==> config.mk <==
export PLATFORM = sky130hd
export DESIGN_NAME = cpwm_top
export DESIGN_NICKNAME = d
export VERILOG_FILES = /design/src/design/cpwm_pkg.sv /design/src/design/cpwm_top.sv
export VERILOG_INCLUDE_DIRS = /design/src /design/src/design
export SDC_FILE = /design/constraint.sdc
export NUM_CORES = 2
export LEC_CHECK = 0
export BUFFER_PORTS_ARGS = -buffer_cell sky130_fd_sc_hd__buf_2
export CORE_ASPECT_RATIO = 2
export CORE_MARGIN = 3
export CORE_UTILIZATION = 60
export DETAILED_ROUTE_END_ITERATION = 6
export GPL_TIMING_DRIVEN = 1
export PLACE_DENSITY = 0.77
export SETUP_SLACK_MARGIN = 0.1
export SYNTH_ARGS = -nofsm -noshare
export SYNTH_HDL_FRONTEND = slang
export SYNTH_SLANG_ARGS = --single-unit
export TNS_END_PERCENT = 10
==> constraint.sdc <==
create_clock -name sys_clk -period 27.1 [get_ports sys_clk]
set_input_delay 1.355 -clock sys_clk [delete_from_list [all_inputs] [get_ports sys_clk]]
set_output_delay 1.355 -clock sys_clk [all_outputs]
set_load 0.01 [all_outputs]
==> src/design/cpwm_defines.svh <==
`ifndef CPWM_DEFINES_SVH
`define CPWM_DEFINES_SVH

// Register byte addresses
`define CPWM_ADDR_MODE 8'h00
`define CPWM_ADDR_CTRL 8'h04
`define CPWM_ADDR_STATUS 8'h08
`define CPWM_ADDR_COUNT 8'h0c
`define CPWM_ADDR_PBUF 8'h10
`define CPWM_ADDR_PDR 8'h14
`define CPWM_ADDR_DEAD 8'h18
`define CPWM_ADDR_PHASE_BASE 8'h20
`define CPWM_PHASE_STRIDE 8'h20

// Slots inside one phase block (word index)
`define CPWM_SLOT_BUF 3'h0
`define CPWM_SLOT_FREE 3'h1
`define CPWM_SLOT_DOWN 3'h2
`define CPWM_SLOT_MID 3'h3
`define CPWM_SLOT_UP 3'h4

// mode_and_level fields
`define CPWM_MODE_XFER_LO 0
`define CPWM_MODE_XFER_HI 1
`define CPWM_MODE_POS_LEVEL 2
`define CPWM_MODE_NEG_LEVEL 3
`define CPWM_MODE_PRE_LO 4
`define CPWM_MODE_PRE_HI 5

// Transfer timing encodings
`define CPWM_XFER_CREST 2'h0
`define CPWM_XFER_TROUGH 2'h1
`define CPWM_XFER_BOTH 2'h2
`define CPWM_XFER_NONE 2'h3

// run_and_irq_control fields
`define CPWM_CTRL_START 0
`define CPWM_CTRL_LOCK 3
`define CPWM_CTRL_IRQ_EN 6

// match_status fields
`define CPWM_STAT_PERIOD 0
`define CPWM_STAT_TWO_DT 1

// Reset values
`define CPWM_RST_MODE 8'h00
`define CPWM_RST_CTRL 8'h00
`define CPWM_RST_WORD 16'h0000

// AXI responses
`define CPWM_RESP_OKAY 2'h0
`define CPWM_RESP_SLVERR 2'h2

`endif

==> src/design/cpwm_pkg.sv <==
package cpwm_pkg;

    typedef enum logic {
        CPWM_DIR_UP,
        CPWM_DIR_DOWN
    } cpwm_dir_t;

    typedef struct packed {
        logic aw_have;
        logic [7:0] aw_addr;
        logic w_have;
        logic [31:0] w_data;
        logic [3:0] w_strb;
        logic bvalid;
        logic [1:0] bresp;
        logic rvalid;
        logic [31:0] rdata;
        logic [1:0] rresp;
        logic [7:0] mode;
        logic [7:0] ctrl;
        logic [1:0] status;
        logic [15:0] count;
        cpwm_dir_t dir;
        logic [15:0] pbuf;
        logic [15:0] pdr;
        logic [15:0] dead;
        logic [5:0] pre;
        logic [2:0][15:0] duty;
        logic [2:0][15:0] cmp_down;
        logic [2:0][15:0] cmp_mid;
        logic [2:0][15:0] cmp_up;
        logic [2:0] pos_on;
        logic [2:0] neg_on;
        logic [2:0] pos_pin;
        logic [2:0] neg_pin;
    } cpwm_state_t;

endpackage

==> src/design/cpwm_top.sv <==
// Implementation choices: the AXI4-Lite interface to the registers and the register addresses.
`timescale 1ns/10ps
`default_nettype none
`include "cpwm_defines.svh"

module cpwm_top
    import cpwm_pkg::*;
(
    input wire logic sys_clk,
    input wire logic reset,
    input wire logic clk_en,
    input wire logic [7:0] s_axi_awaddr,
    input wire logic s_axi_awvalid,
    output logic s_axi_awready,
    input wire logic [31:0] s_axi_wdata,
    input wire logic [3:0] s_axi_wstrb,
    input wire logic s_axi_wvalid,
    output logic s_axi_wready,
    output logic [1:0] s_axi_bresp,
    output logic s_axi_bvalid,
    input wire logic s_axi_bready,
    input wire logic [7:0] s_axi_araddr,
    input wire logic s_axi_arvalid,
    output logic s_axi_arready,
    output logic [31:0] s_axi_rdata,
    output logic [1:0] s_axi_rresp,
    output logic s_axi_rvalid,
    input wire logic s_axi_rready,
    output logic phase_u_positive_out,
    output logic phase_u_negative_out,
    output logic phase_v_positive_out,
    output logic phase_v_negative_out,
    output logic phase_w_positive_out,
    output logic phase_w_negative_out,
    output logic period_irq
);

    ////////////////////////////////////////////////////////////////////////////////
    // Helpers

    function automatic logic [15:0] merge16(
        input logic [15:0] old,
        input logic [31:0] wd,
        input logic [3:0] ws
    );
        logic [15:0] r;
        r = old;
        if (ws[0])
        begin
            r[7:0] = wd[7:0];
        end
        if (ws[1])
        begin
            r[15:8] = wd[15:8];
        end
        return r;
    endfunction

    function automatic logic [15:0] add16(
        input logic [15:0] a,
        input logic [15:0] b
    );
        logic [16:0] s;
        s = {1'b0, a} + {1'b0, b};
        return s[15:0];
    endfunction

    function automatic logic [15:0] twice(
        input logic [15:0] a
    );
        return {a[14:0], 1'b0};
    endfunction

    // Phase index from an address inside the phase blocks, 2'h3 when outside
    function automatic logic [1:0] phase_of(
        input logic [7:0] a
    );
        logic [1:0] p;
        p = 2'h3;
        if (a >= `CPWM_ADDR_PHASE_BASE && a < 8'h80)
        begin
            p = a[6:5] - 2'h1;
        end
        return p;
    endfunction

    function automatic logic addr_ok(
        input logic [7:0] a,
        input logic for_write
    );
        logic ok;
        ok = 1'b0;
        case (a)
            `CPWM_ADDR_MODE, `CPWM_ADDR_CTRL, `CPWM_ADDR_STATUS, `CPWM_ADDR_COUNT,
            `CPWM_ADDR_PBUF, `CPWM_ADDR_DEAD: ok = 1'b1;
            `CPWM_ADDR_PDR: ok = !for_write;
            default:
            begin
                if (phase_of(a) != 2'h3 && a[1:0] == 2'h0)
                begin
                    if (a[4:2] == `CPWM_SLOT_BUF || a[4:2] == `CPWM_SLOT_FREE)
                    begin
                        ok = 1'b1;
                    end
                    else if (a[4:2] <= `CPWM_SLOT_UP)
                    begin
                        ok = !for_write;
                    end
                end
            end
        endcase
        return ok;
    endfunction

    ////////////////////////////////////////////////////////////////////////////////
    // State

    cpwm_state_t st_ff;
    cpwm_state_t nxt_st;

    // Readies drop while frozen so that no request is taken and then lost
    assign s_axi_awready = clk_en && !st_ff.aw_have && !st_ff.bvalid;
    assign s_axi_wready = clk_en && !st_ff.w_have && !st_ff.bvalid;
    assign s_axi_bvalid = st_ff.bvalid;
    assign s_axi_bresp = st_ff.bresp;
    assign s_axi_arready = clk_en && !st_ff.rvalid;
    assign s_axi_rvalid = st_ff.rvalid;
    assign s_axi_rdata = st_ff.rdata;
    assign s_axi_rresp = st_ff.rresp;
    assign phase_u_positive_out = st_ff.pos_pin[0];
    assign phase_u_negative_out = st_ff.neg_pin[0];
    assign phase_v_positive_out = st_ff.pos_pin[1];
    assign phase_v_negative_out = st_ff.neg_pin[1];
    assign phase_w_positive_out = st_ff.pos_pin[2];
    assign phase_w_negative_out = st_ff.neg_pin[2];
    assign period_irq = st_ff.status[`CPWM_STAT_PERIOD] && st_ff.ctrl[`CPWM_CTRL_IRQ_EN];

    ////////////////////////////////////////////////////////////////////////////////
    // Next state

    always_comb
    begin
        logic running;
        logic tick;
        logic crest;
        logic trough;
        logic xfer;
        logic do_write;
        logic wr_ok;
        logic [1:0] ph;
        logic [1:0] xsel;
        logic [1:0] events;
        logic [5:0] pre_max;
        running = 1'b0;
        tick = 1'b0;
        crest = 1'b0;
        trough = 1'b0;
        xfer = 1'b0;
        do_write = 1'b0;
        wr_ok = 1'b0;
        ph = 2'h3;
        xsel = 2'h0;
        events = 2'h0;
        pre_max = 6'h00;
        nxt_st = st_ff;

        // Bus handshakes
        if (s_axi_awvalid && s_axi_awready)
        begin
            nxt_st.aw_have = 1'b1;
            nxt_st.aw_addr = s_axi_awaddr;
        end
        if (s_axi_wvalid && s_axi_wready)
        begin
            nxt_st.w_have = 1'b1;
            nxt_st.w_data = s_axi_wdata;
            nxt_st.w_strb = s_axi_wstrb;
        end
        if (st_ff.bvalid && s_axi_bready)
        begin
            nxt_st.bvalid = 1'b0;
        end
        if (st_ff.rvalid && s_axi_rready)
        begin
            nxt_st.rvalid = 1'b0;
        end

        // Prescaler: divide by 1, 4, 16 or 64
        case (st_ff.mode[`CPWM_MODE_PRE_HI:`CPWM_MODE_PRE_LO])
            2'h0: pre_max = 6'h00;
            2'h1: pre_max = 6'h03;
            2'h2: pre_max = 6'h0f;
            default: pre_max = 6'h3f;
        endcase
        running = st_ff.ctrl[`CPWM_CTRL_START];
        if (running)
        begin
            if (st_ff.pre >= pre_max)
            begin
                nxt_st.pre = 6'h00;
                tick = 1'b1;
            end
            else
            begin
                nxt_st.pre = st_ff.pre + 6'h01;
            end
        end
        else
        begin
            nxt_st.pre = 6'h00;
        end

        // Counter, matches and pins move on the counting edge; a halt turns the pins inactive without one
        if (tick)
        begin
            if (st_ff.dir == CPWM_DIR_UP)
            begin
                if (st_ff.count == st_ff.pdr)
                begin
                    crest = 1'b1;
                    nxt_st.dir = CPWM_DIR_DOWN;
                    nxt_st.count = st_ff.count - 16'h0001;
                end
                else
                begin
                    nxt_st.count = st_ff.count + 16'h0001;
                end
            end
            else
            begin
                if (st_ff.count == 16'h0000)
                begin
                    trough = 1'b1;
                    nxt_st.dir = CPWM_DIR_UP;
                    nxt_st.count = 16'h0001;
                end
                else
                begin
                    nxt_st.count = st_ff.count - 16'h0001;
                end
            end
            events[`CPWM_STAT_PERIOD] = crest;
            events[`CPWM_STAT_TWO_DT] = (st_ff.count == twice(st_ff.dead));
            for (int i = 0; i < 3; i++)
            begin
                if (st_ff.dir == CPWM_DIR_UP)
                begin
                    if (st_ff.count == st_ff.cmp_up[i])
                    begin
                        nxt_st.pos_on[i] = 1'b1;
                    end
                    if (st_ff.count == st_ff.cmp_mid[i])
                    begin
                        nxt_st.neg_on[i] = 1'b0;
                    end
                end
                else
                begin
                    if (st_ff.count == st_ff.cmp_mid[i])
                    begin
                        nxt_st.pos_on[i] = 1'b0;
                    end
                    if (st_ff.count == st_ff.cmp_down[i])
                    begin
                        nxt_st.neg_on[i] = 1'b1;
                    end
                end
            end
        end
        if (!running)
        begin
            nxt_st.pos_on = 3'h0;
            nxt_st.neg_on = 3'h0;
        end

        // Period data follows its buffer at the trough or while halted
        if (trough || !running)
        begin
            nxt_st.pdr = add16(st_ff.pbuf, twice(st_ff.dead));
        end

        // Buffered duty transfer at the selected moment
        xsel = st_ff.mode[`CPWM_MODE_XFER_HI:`CPWM_MODE_XFER_LO];
        case (xsel)
            `CPWM_XFER_CREST: xfer = crest;
            `CPWM_XFER_TROUGH: xfer = trough;
            `CPWM_XFER_BOTH: xfer = crest || trough;
            default: xfer = 1'b0;
        endcase
        if (xfer)
        begin
            for (int i = 0; i < 3; i++)
            begin
                nxt_st.cmp_down[i] = st_ff.duty[i];
                nxt_st.cmp_mid[i] = add16(st_ff.duty[i], st_ff.dead);
                nxt_st.cmp_up[i] = add16(st_ff.duty[i], twice(st_ff.dead));
            end
        end

        // Register write, once address and data are both held
        do_write = st_ff.aw_have && st_ff.w_have && !st_ff.bvalid;
        if (do_write)
        begin
            nxt_st.aw_have = 1'b0;
            nxt_st.w_have = 1'b0;
            nxt_st.bvalid = 1'b1;
            wr_ok = addr_ok(st_ff.aw_addr, 1'b1);
            if (st_ff.ctrl[`CPWM_CTRL_LOCK] && st_ff.aw_addr != `CPWM_ADDR_CTRL)
            begin
                wr_ok = 1'b0;
            end
            nxt_st.bresp = wr_ok ? `CPWM_RESP_OKAY : `CPWM_RESP_SLVERR;
            if (wr_ok)
            begin
                ph = phase_of(st_ff.aw_addr);
                case (st_ff.aw_addr)
                    `CPWM_ADDR_MODE:
                    begin
                        if (st_ff.w_strb[0])
                        begin
                            nxt_st.mode = st_ff.w_data[7:0];
                        end
                    end
                    `CPWM_ADDR_CTRL:
                    begin
                        if (st_ff.w_strb[0])
                        begin
                            nxt_st.ctrl = st_ff.w_data[7:0];
                        end
                    end
                    `CPWM_ADDR_STATUS:
                    begin
                        if (st_ff.w_strb[0])
                        begin
                            nxt_st.status = st_ff.status & st_ff.w_data[1:0];
                        end
                    end
                    `CPWM_ADDR_COUNT: nxt_st.count = merge16(st_ff.count, st_ff.w_data,
                        st_ff.w_strb);
                    `CPWM_ADDR_PBUF: nxt_st.pbuf = merge16(st_ff.pbuf, st_ff.w_data,
                        st_ff.w_strb);
                    `CPWM_ADDR_DEAD: nxt_st.dead = merge16(st_ff.dead, st_ff.w_data,
                        st_ff.w_strb);
                    default:
                    begin
                        nxt_st.duty[ph] = merge16(st_ff.duty[ph], st_ff.w_data, st_ff.w_strb);
                        if (st_ff.aw_addr[4:2] == `CPWM_SLOT_FREE)
                        begin
                            nxt_st.cmp_down[ph] = nxt_st.duty[ph];
                            nxt_st.cmp_mid[ph] = add16(nxt_st.duty[ph], st_ff.dead);
                            nxt_st.cmp_up[ph] = add16(nxt_st.duty[ph], twice(st_ff.dead));
                        end
                    end
                endcase
            end
        end

        // Events win over a clear in the same cycle
        nxt_st.status = nxt_st.status | events;

        // Register read
        if (s_axi_arvalid && s_axi_arready)
        begin
            nxt_st.rvalid = 1'b1;
            nxt_st.rdata = 32'h0000_0000;
            nxt_st.rresp = addr_ok(s_axi_araddr, 1'b0) ? `CPWM_RESP_OKAY : `CPWM_RESP_SLVERR;
            ph = phase_of(s_axi_araddr);
            case (s_axi_araddr)
                `CPWM_ADDR_MODE: nxt_st.rdata[7:0] = st_ff.mode;
                `CPWM_ADDR_CTRL: nxt_st.rdata[7:0] = st_ff.ctrl;
                `CPWM_ADDR_STATUS: nxt_st.rdata[1:0] = st_ff.status;
                `CPWM_ADDR_COUNT: nxt_st.rdata[15:0] = st_ff.count;
                `CPWM_ADDR_PBUF: nxt_st.rdata[15:0] = st_ff.pbuf;
                `CPWM_ADDR_PDR: nxt_st.rdata[15:0] = st_ff.pdr;
                `CPWM_ADDR_DEAD: nxt_st.rdata[15:0] = st_ff.dead;
                default:
                begin
                    if (ph != 2'h3 && s_axi_araddr[1:0] == 2'h0)
                    begin
                        case (s_axi_araddr[4:2])
                            `CPWM_SLOT_BUF, `CPWM_SLOT_FREE: nxt_st.rdata[15:0] = st_ff.duty[ph];
                            `CPWM_SLOT_DOWN: nxt_st.rdata[15:0] = st_ff.cmp_down[ph];
                            `CPWM_SLOT_MID: nxt_st.rdata[15:0] = st_ff.cmp_mid[ph];
                            `CPWM_SLOT_UP: nxt_st.rdata[15:0] = st_ff.cmp_up[ph];
                            default: nxt_st.rdata = 32'h0000_0000;
                        endcase
                    end
                end
            endcase
        end

        // Pin levels with selectable active level; halted pins sit inactive
        for (int i = 0; i < 3; i++)
        begin
            nxt_st.pos_pin[i] = nxt_st.pos_on[i] ~^ nxt_st.mode[`CPWM_MODE_POS_LEVEL];
            nxt_st.neg_pin[i] = nxt_st.neg_on[i] ~^ nxt_st.mode[`CPWM_MODE_NEG_LEVEL];
        end
    end

    ////////////////////////////////////////////////////////////////////////////////
    // Registers

    always_ff @(posedge sys_clk or posedge reset)
    begin
        if (reset)
        begin
            st_ff <= '0;
            st_ff.mode <= `CPWM_RST_MODE;
            st_ff.ctrl <= `CPWM_RST_CTRL;
            st_ff.pos_pin <= 3'h7;
            st_ff.neg_pin <= 3'h7;
        end
        else if (clk_en)
        begin
            st_ff <= nxt_st;
        end
    end

endmodule

`default_nettype wire

==> summary.txt <==
Worst hold path
  – Hold depth: 1
  – Hold crit path type: reg -> reg

Synthesis
  – Post-synth ARST share: between 90% and 100%
  – Syn_area_per_cell: between 8 and 9 um^2
  – Number of synthesized flops with an enable pin: 0
  – Largest family of logic cells by synthesized area: compound AO/OA/AOI/OAI gates
  – Mapped Area: 25,310 um^2
  – Netlist cell types: 83
  – Synth Instances: about 3,000
  – Complex-gate fraction of the synthesized area: 22.11%
  – Post-synthesis xor/xnor area fraction: 10.17%
  – Sequential share of the synthesized area: about 34%
  – Simple-gate share of the synthesized area: roughly 16%
  – Yosys Warn Count: 0
  – #FFs+latches synth: 341
  – Post-synthesis mux area share: 5.053%
  – Area share of fa/ha/maj cells after synthesis: 7.782%
  – Most used flip-flop cell after synthesis: dfrtp_1

STA
  – Fin crit period: 5.190 ns
  – Highest clock rate: between 150 and 200 MHz
  – Worst clock skew: 0.01721 ns
  – RSZ-0062 raised after global routing: no
  – Final period utilization: about a fifth
  – Actual slew at the worst max-slew pin: about 1.4 ns
  – Slew margin rel.: 8.444%
  – Final Hold Fails: 0
  – Final setup fails: 0
  – Max-slew violations: 0
  – Setup TNS: 0 ns

Final layout
  – Nets: 3,156
  – Most common cell after layout, fill and taps aside: nand2_1
  – Layout area overhead: 6.180%
  – Layout cell share with drive strength beyond 1: 10.65%
  – Most frequent cells in the layout: nand2_1, dfrtp_1, a21oi_1
  – # fillers: 3,585
  – Design area: 26,870 um^2

Routing
  – Number of remaining DRC errors: 15
  – Routed Antenna Nets: 0
  – Via density: 7.180
  – Iter 0 DRT Violations: around 3,000
  – Routed len/inst: between 20 and 30 um
  – Drt pass-1 iters: 7
  – Routed WL: 105,000 um
  – Via count: 25,195

GRT
  – Global-route wire length before repair: 153,500 um
  – Number of global-route vias before repair: 24,781
  – Total global-route track usage: 46.57%
  – Global route overflow: 0
  – Initial antenna violation count: 8
  – Largest net degree at the start of global routing: between 100 and 150

Floorplanning
  – Initial Util: 61.15%
  – Chip width: 151.2 um
  – Total core area: 41,380 um^2
  – Die Span Y: just under 300 um
  – Die area: 44,830 um^2
  – Rows: 105
  – Ports: 108

Worst setup path
  – Reg2reg path depth: 16
  – Critical path startpoint category: flip-flop
  – Flop2flop setup slack: 21.91 ns
  – Data arrival time of the worst path: 5.65 ns
  – Crit-path max FO: 25
  – CP Data Required Time: 27.56 ns
  – WS Path Type: reg -> reg
  – CP endpoint kind: flip-flop

Job
  – Max capacitance violation total: 0

Status
  – Failing checks: DRC
  – Outcome: finished, violations left

Clocking
  – Inserted Clock Buffers: 31
  – Clk buf depth: 3
  – Postcts setup bufs: 0
  – H-tree depth: 1
  – Clock Latency Late Sink: around 0.61 ns
  – Root Driver: clkbuf_16
  – Clock Sinks: 341
  – Post-CTS Hold Buffers: 0
  – TritonCTS clock tree: built
  – Post-CTS sizing: 0
  – Clk slew on worst S/H paths: 0.07 ns

Power
  – Pleak: 11.88 nW
  – Pwr Density: roughly 65 nW/um^2
  – Maximum VDD drop: 0.04990 mV

Placed design
  – Port Buffers: 71
  – Placement Cell Area: around 26,000 um^2
  – Gpl congestion: roughly 1.1
  – Post-DP HPWL: roughly 76,000 um
==> Yosys cell counts, types with 6 or more instances <==
| cell | count | share of area, % |
|---|---|---|
| nand3_1 | 38 | 0.75 |
| o211ai_1 | 10 | 0.30 |
| dfrtp_1 | 335 | 33 |
| buf_1 | 16 | 0.24 |
| and3_1 | 24 | 0.59 |
| nand4_1 | 48 | 1.2 |
| a22oi_1 | 40 | 1.2 |
| a21o_1 | 29 | 0.86 |
| and2_1 | 11 | 0.27 |
| a211oi_1 | 9 | 0.27 |
| o21ai_0 | 184 | 3.6 |
| dfstp_2 | 6 | 0.62 |
| nor2_1 | 262 | 3.9 |
| mux2i_1 | 22 | 0.87 |
| a31oi_1 | 17 | 0.42 |
| clkbuf_1 | 135 | 2.0 |
| o21ai_1 | 7 | 0.14 |
| a221o_1 | 6 | 0.24 |
| buf_2 | 26 | 0.51 |
| o22ai_1 | 136 | 3.4 |
| inv_1 | 56 | 0.83 |
| o31ai_1 | 6 | 0.18 |
| a21oi_1 | 290 | 5.7 |
| or3_1 | 11 | 0.27 |
| o21a_1 | 29 | 0.86 |
| a22o_1 | 44 | 1.5 |
| fa_1 | 9 | 0.71 |
| a221oi_1 | 24 | 0.83 |
| nand2_1 | 339 | 5.0 |
| a21boi_0 | 6 | 0.18 |
| nor3_1 | 55 | 1.1 |
| ha_1 | 143 | 7.1 |
| xor2_1 | 69 | 2.4 |
| nor4_1 | 36 | 0.89 |
| nand2b_1 | 24 | 0.59 |
| nor2b_1 | 24 | 0.59 |
| or2_2 | 11 | 0.27 |
| o21bai_1 | 7 | 0.21 |
| xnor2_1 | 225 | 7.8 |
| buf_4 | 37 | 1.1 |
| mux2_2 | 90 | 4.0 |
==> cells by family (layout without fill, tap and decap cells) <==
logic type,Yosys count,in the layout
AOI/OAI and AO/OA,902,902
xor gates and xnor gates,294,294
adders and majority gates,152,152
buffers and inverters,273,239
DFF,341,341
muxes,114,114
other,1,24
and+or+nand+nor,908,908
==> cell type report <==
| type | count | area, um^2 | area share [%] |
|---|---|---|---|
| Tap cell | 535 | 669.4 | 2.491 |
| Timing Repair Buffer | 126 | 774.5 | 2.882 |
| Clock inverter | 17 | 148.9 | 0.5541 |
| Inverter | 56 | 217.7 | 0.8102 |
| Sequential cell | 341 | 8541 | 31.78 |
| Clock buffer | 40 | 859.6 | 3.199 |
| Antenna cell | 6 | 15.01 | 0.05587 |
| Multi-Input combinational cell | 2388 | 15650 | 58.23 |
==> sequential cells by signal, summed over array words and instances, names as in the netlist <==
| signal | cells |
|---|---|
| phase_u_negative_out | 1 |
| phase_u_positive_out | 1 |
| phase_v_negative_out | 1 |
| phase_v_positive_out | 1 |
| phase_w_negative_out | 1 |
| phase_w_positive_out | 1 |
| s_axi_bresp | 1 |
| s_axi_bvalid | 1 |
| s_axi_rdata | 16 |
| s_axi_rresp | 1 |
| s_axi_rvalid | 1 |
| st_ff | 315 |
==> routing by layer <==
| layer | up-vias | track usage (%) | share of wire [%] |
|---|---|---|---|
| met5 | - | 0 | 0.031 |
| met4 | 2 | 48.16 | 14 |
| met3 | 790 | 13.38 | 10 |
| met2 | 1924 | 73.26 | 45 |
| met1 | 11853 | 47.24 | 30 |
| li1 | 10626 | - | - |
==> per-stage QoR <==
step,instances,setup slack [ns],hold WS (ns),util [%],power (mW)
detailed placement,3445,21.96,0.4601,62.43,1.264
global route,3503,21.64,0.5157,64.90,1.808
global placement,3445,22.02,0.4585,62.43,1.243
finish,3509,21.91,0.4717,64.93,1.754
floorplan,3002,16.30,0.4506,-,1.039
CTS,3502,21.93,0.4749,64.86,1.712
==> power breakdown <==
part / leakage [nW] / internal [mW] / switching, mW / total (mW)
clock: 0.507 / 0.243 / 0.216 / 0.459
combinational: 7.05 / 0.209 / 0.391 / 0.601
sequential: 4.32 / 0.569 / 0.125 / 0.694
total: 11.9 / 1.02 / 0.733 / 1.75
==> path summary, 6_finish.rpt <==
check | start | endpoint
min in group asynchronous | reset | st_ff[292]
hold / removal | s_axi_rdata[10] | s_axi_rdata[10]
max in group asynchronous | reset | st_ff[107]
setup reg to reg | st_ff[373] | st_ff[90]
hold reg to reg | s_axi_rdata[10] | s_axi_rdata[10]
setup / recovery | st_ff[373] | st_ff[90]
==> critical path, stage by stage, from the launching register on <==
cell and delay, ns:
dfrtp_1 0.32, buf_4 0.35, or2_1 0.24, nand2b_1 0.09
buf_4 0.27, o31a_1 0.39, nor2_1 0.51, ha_1 0.36
nor2b_1 0.14, o21a_1 0.17, o21ai_0 0.51, a2111o_1 0.32
nand3_1 0.16, a31o_2 0.30, a21oi_1 0.20, xor2_1 0.46
o221ai_1 0.21
Power figures use the tool's default switching activity.
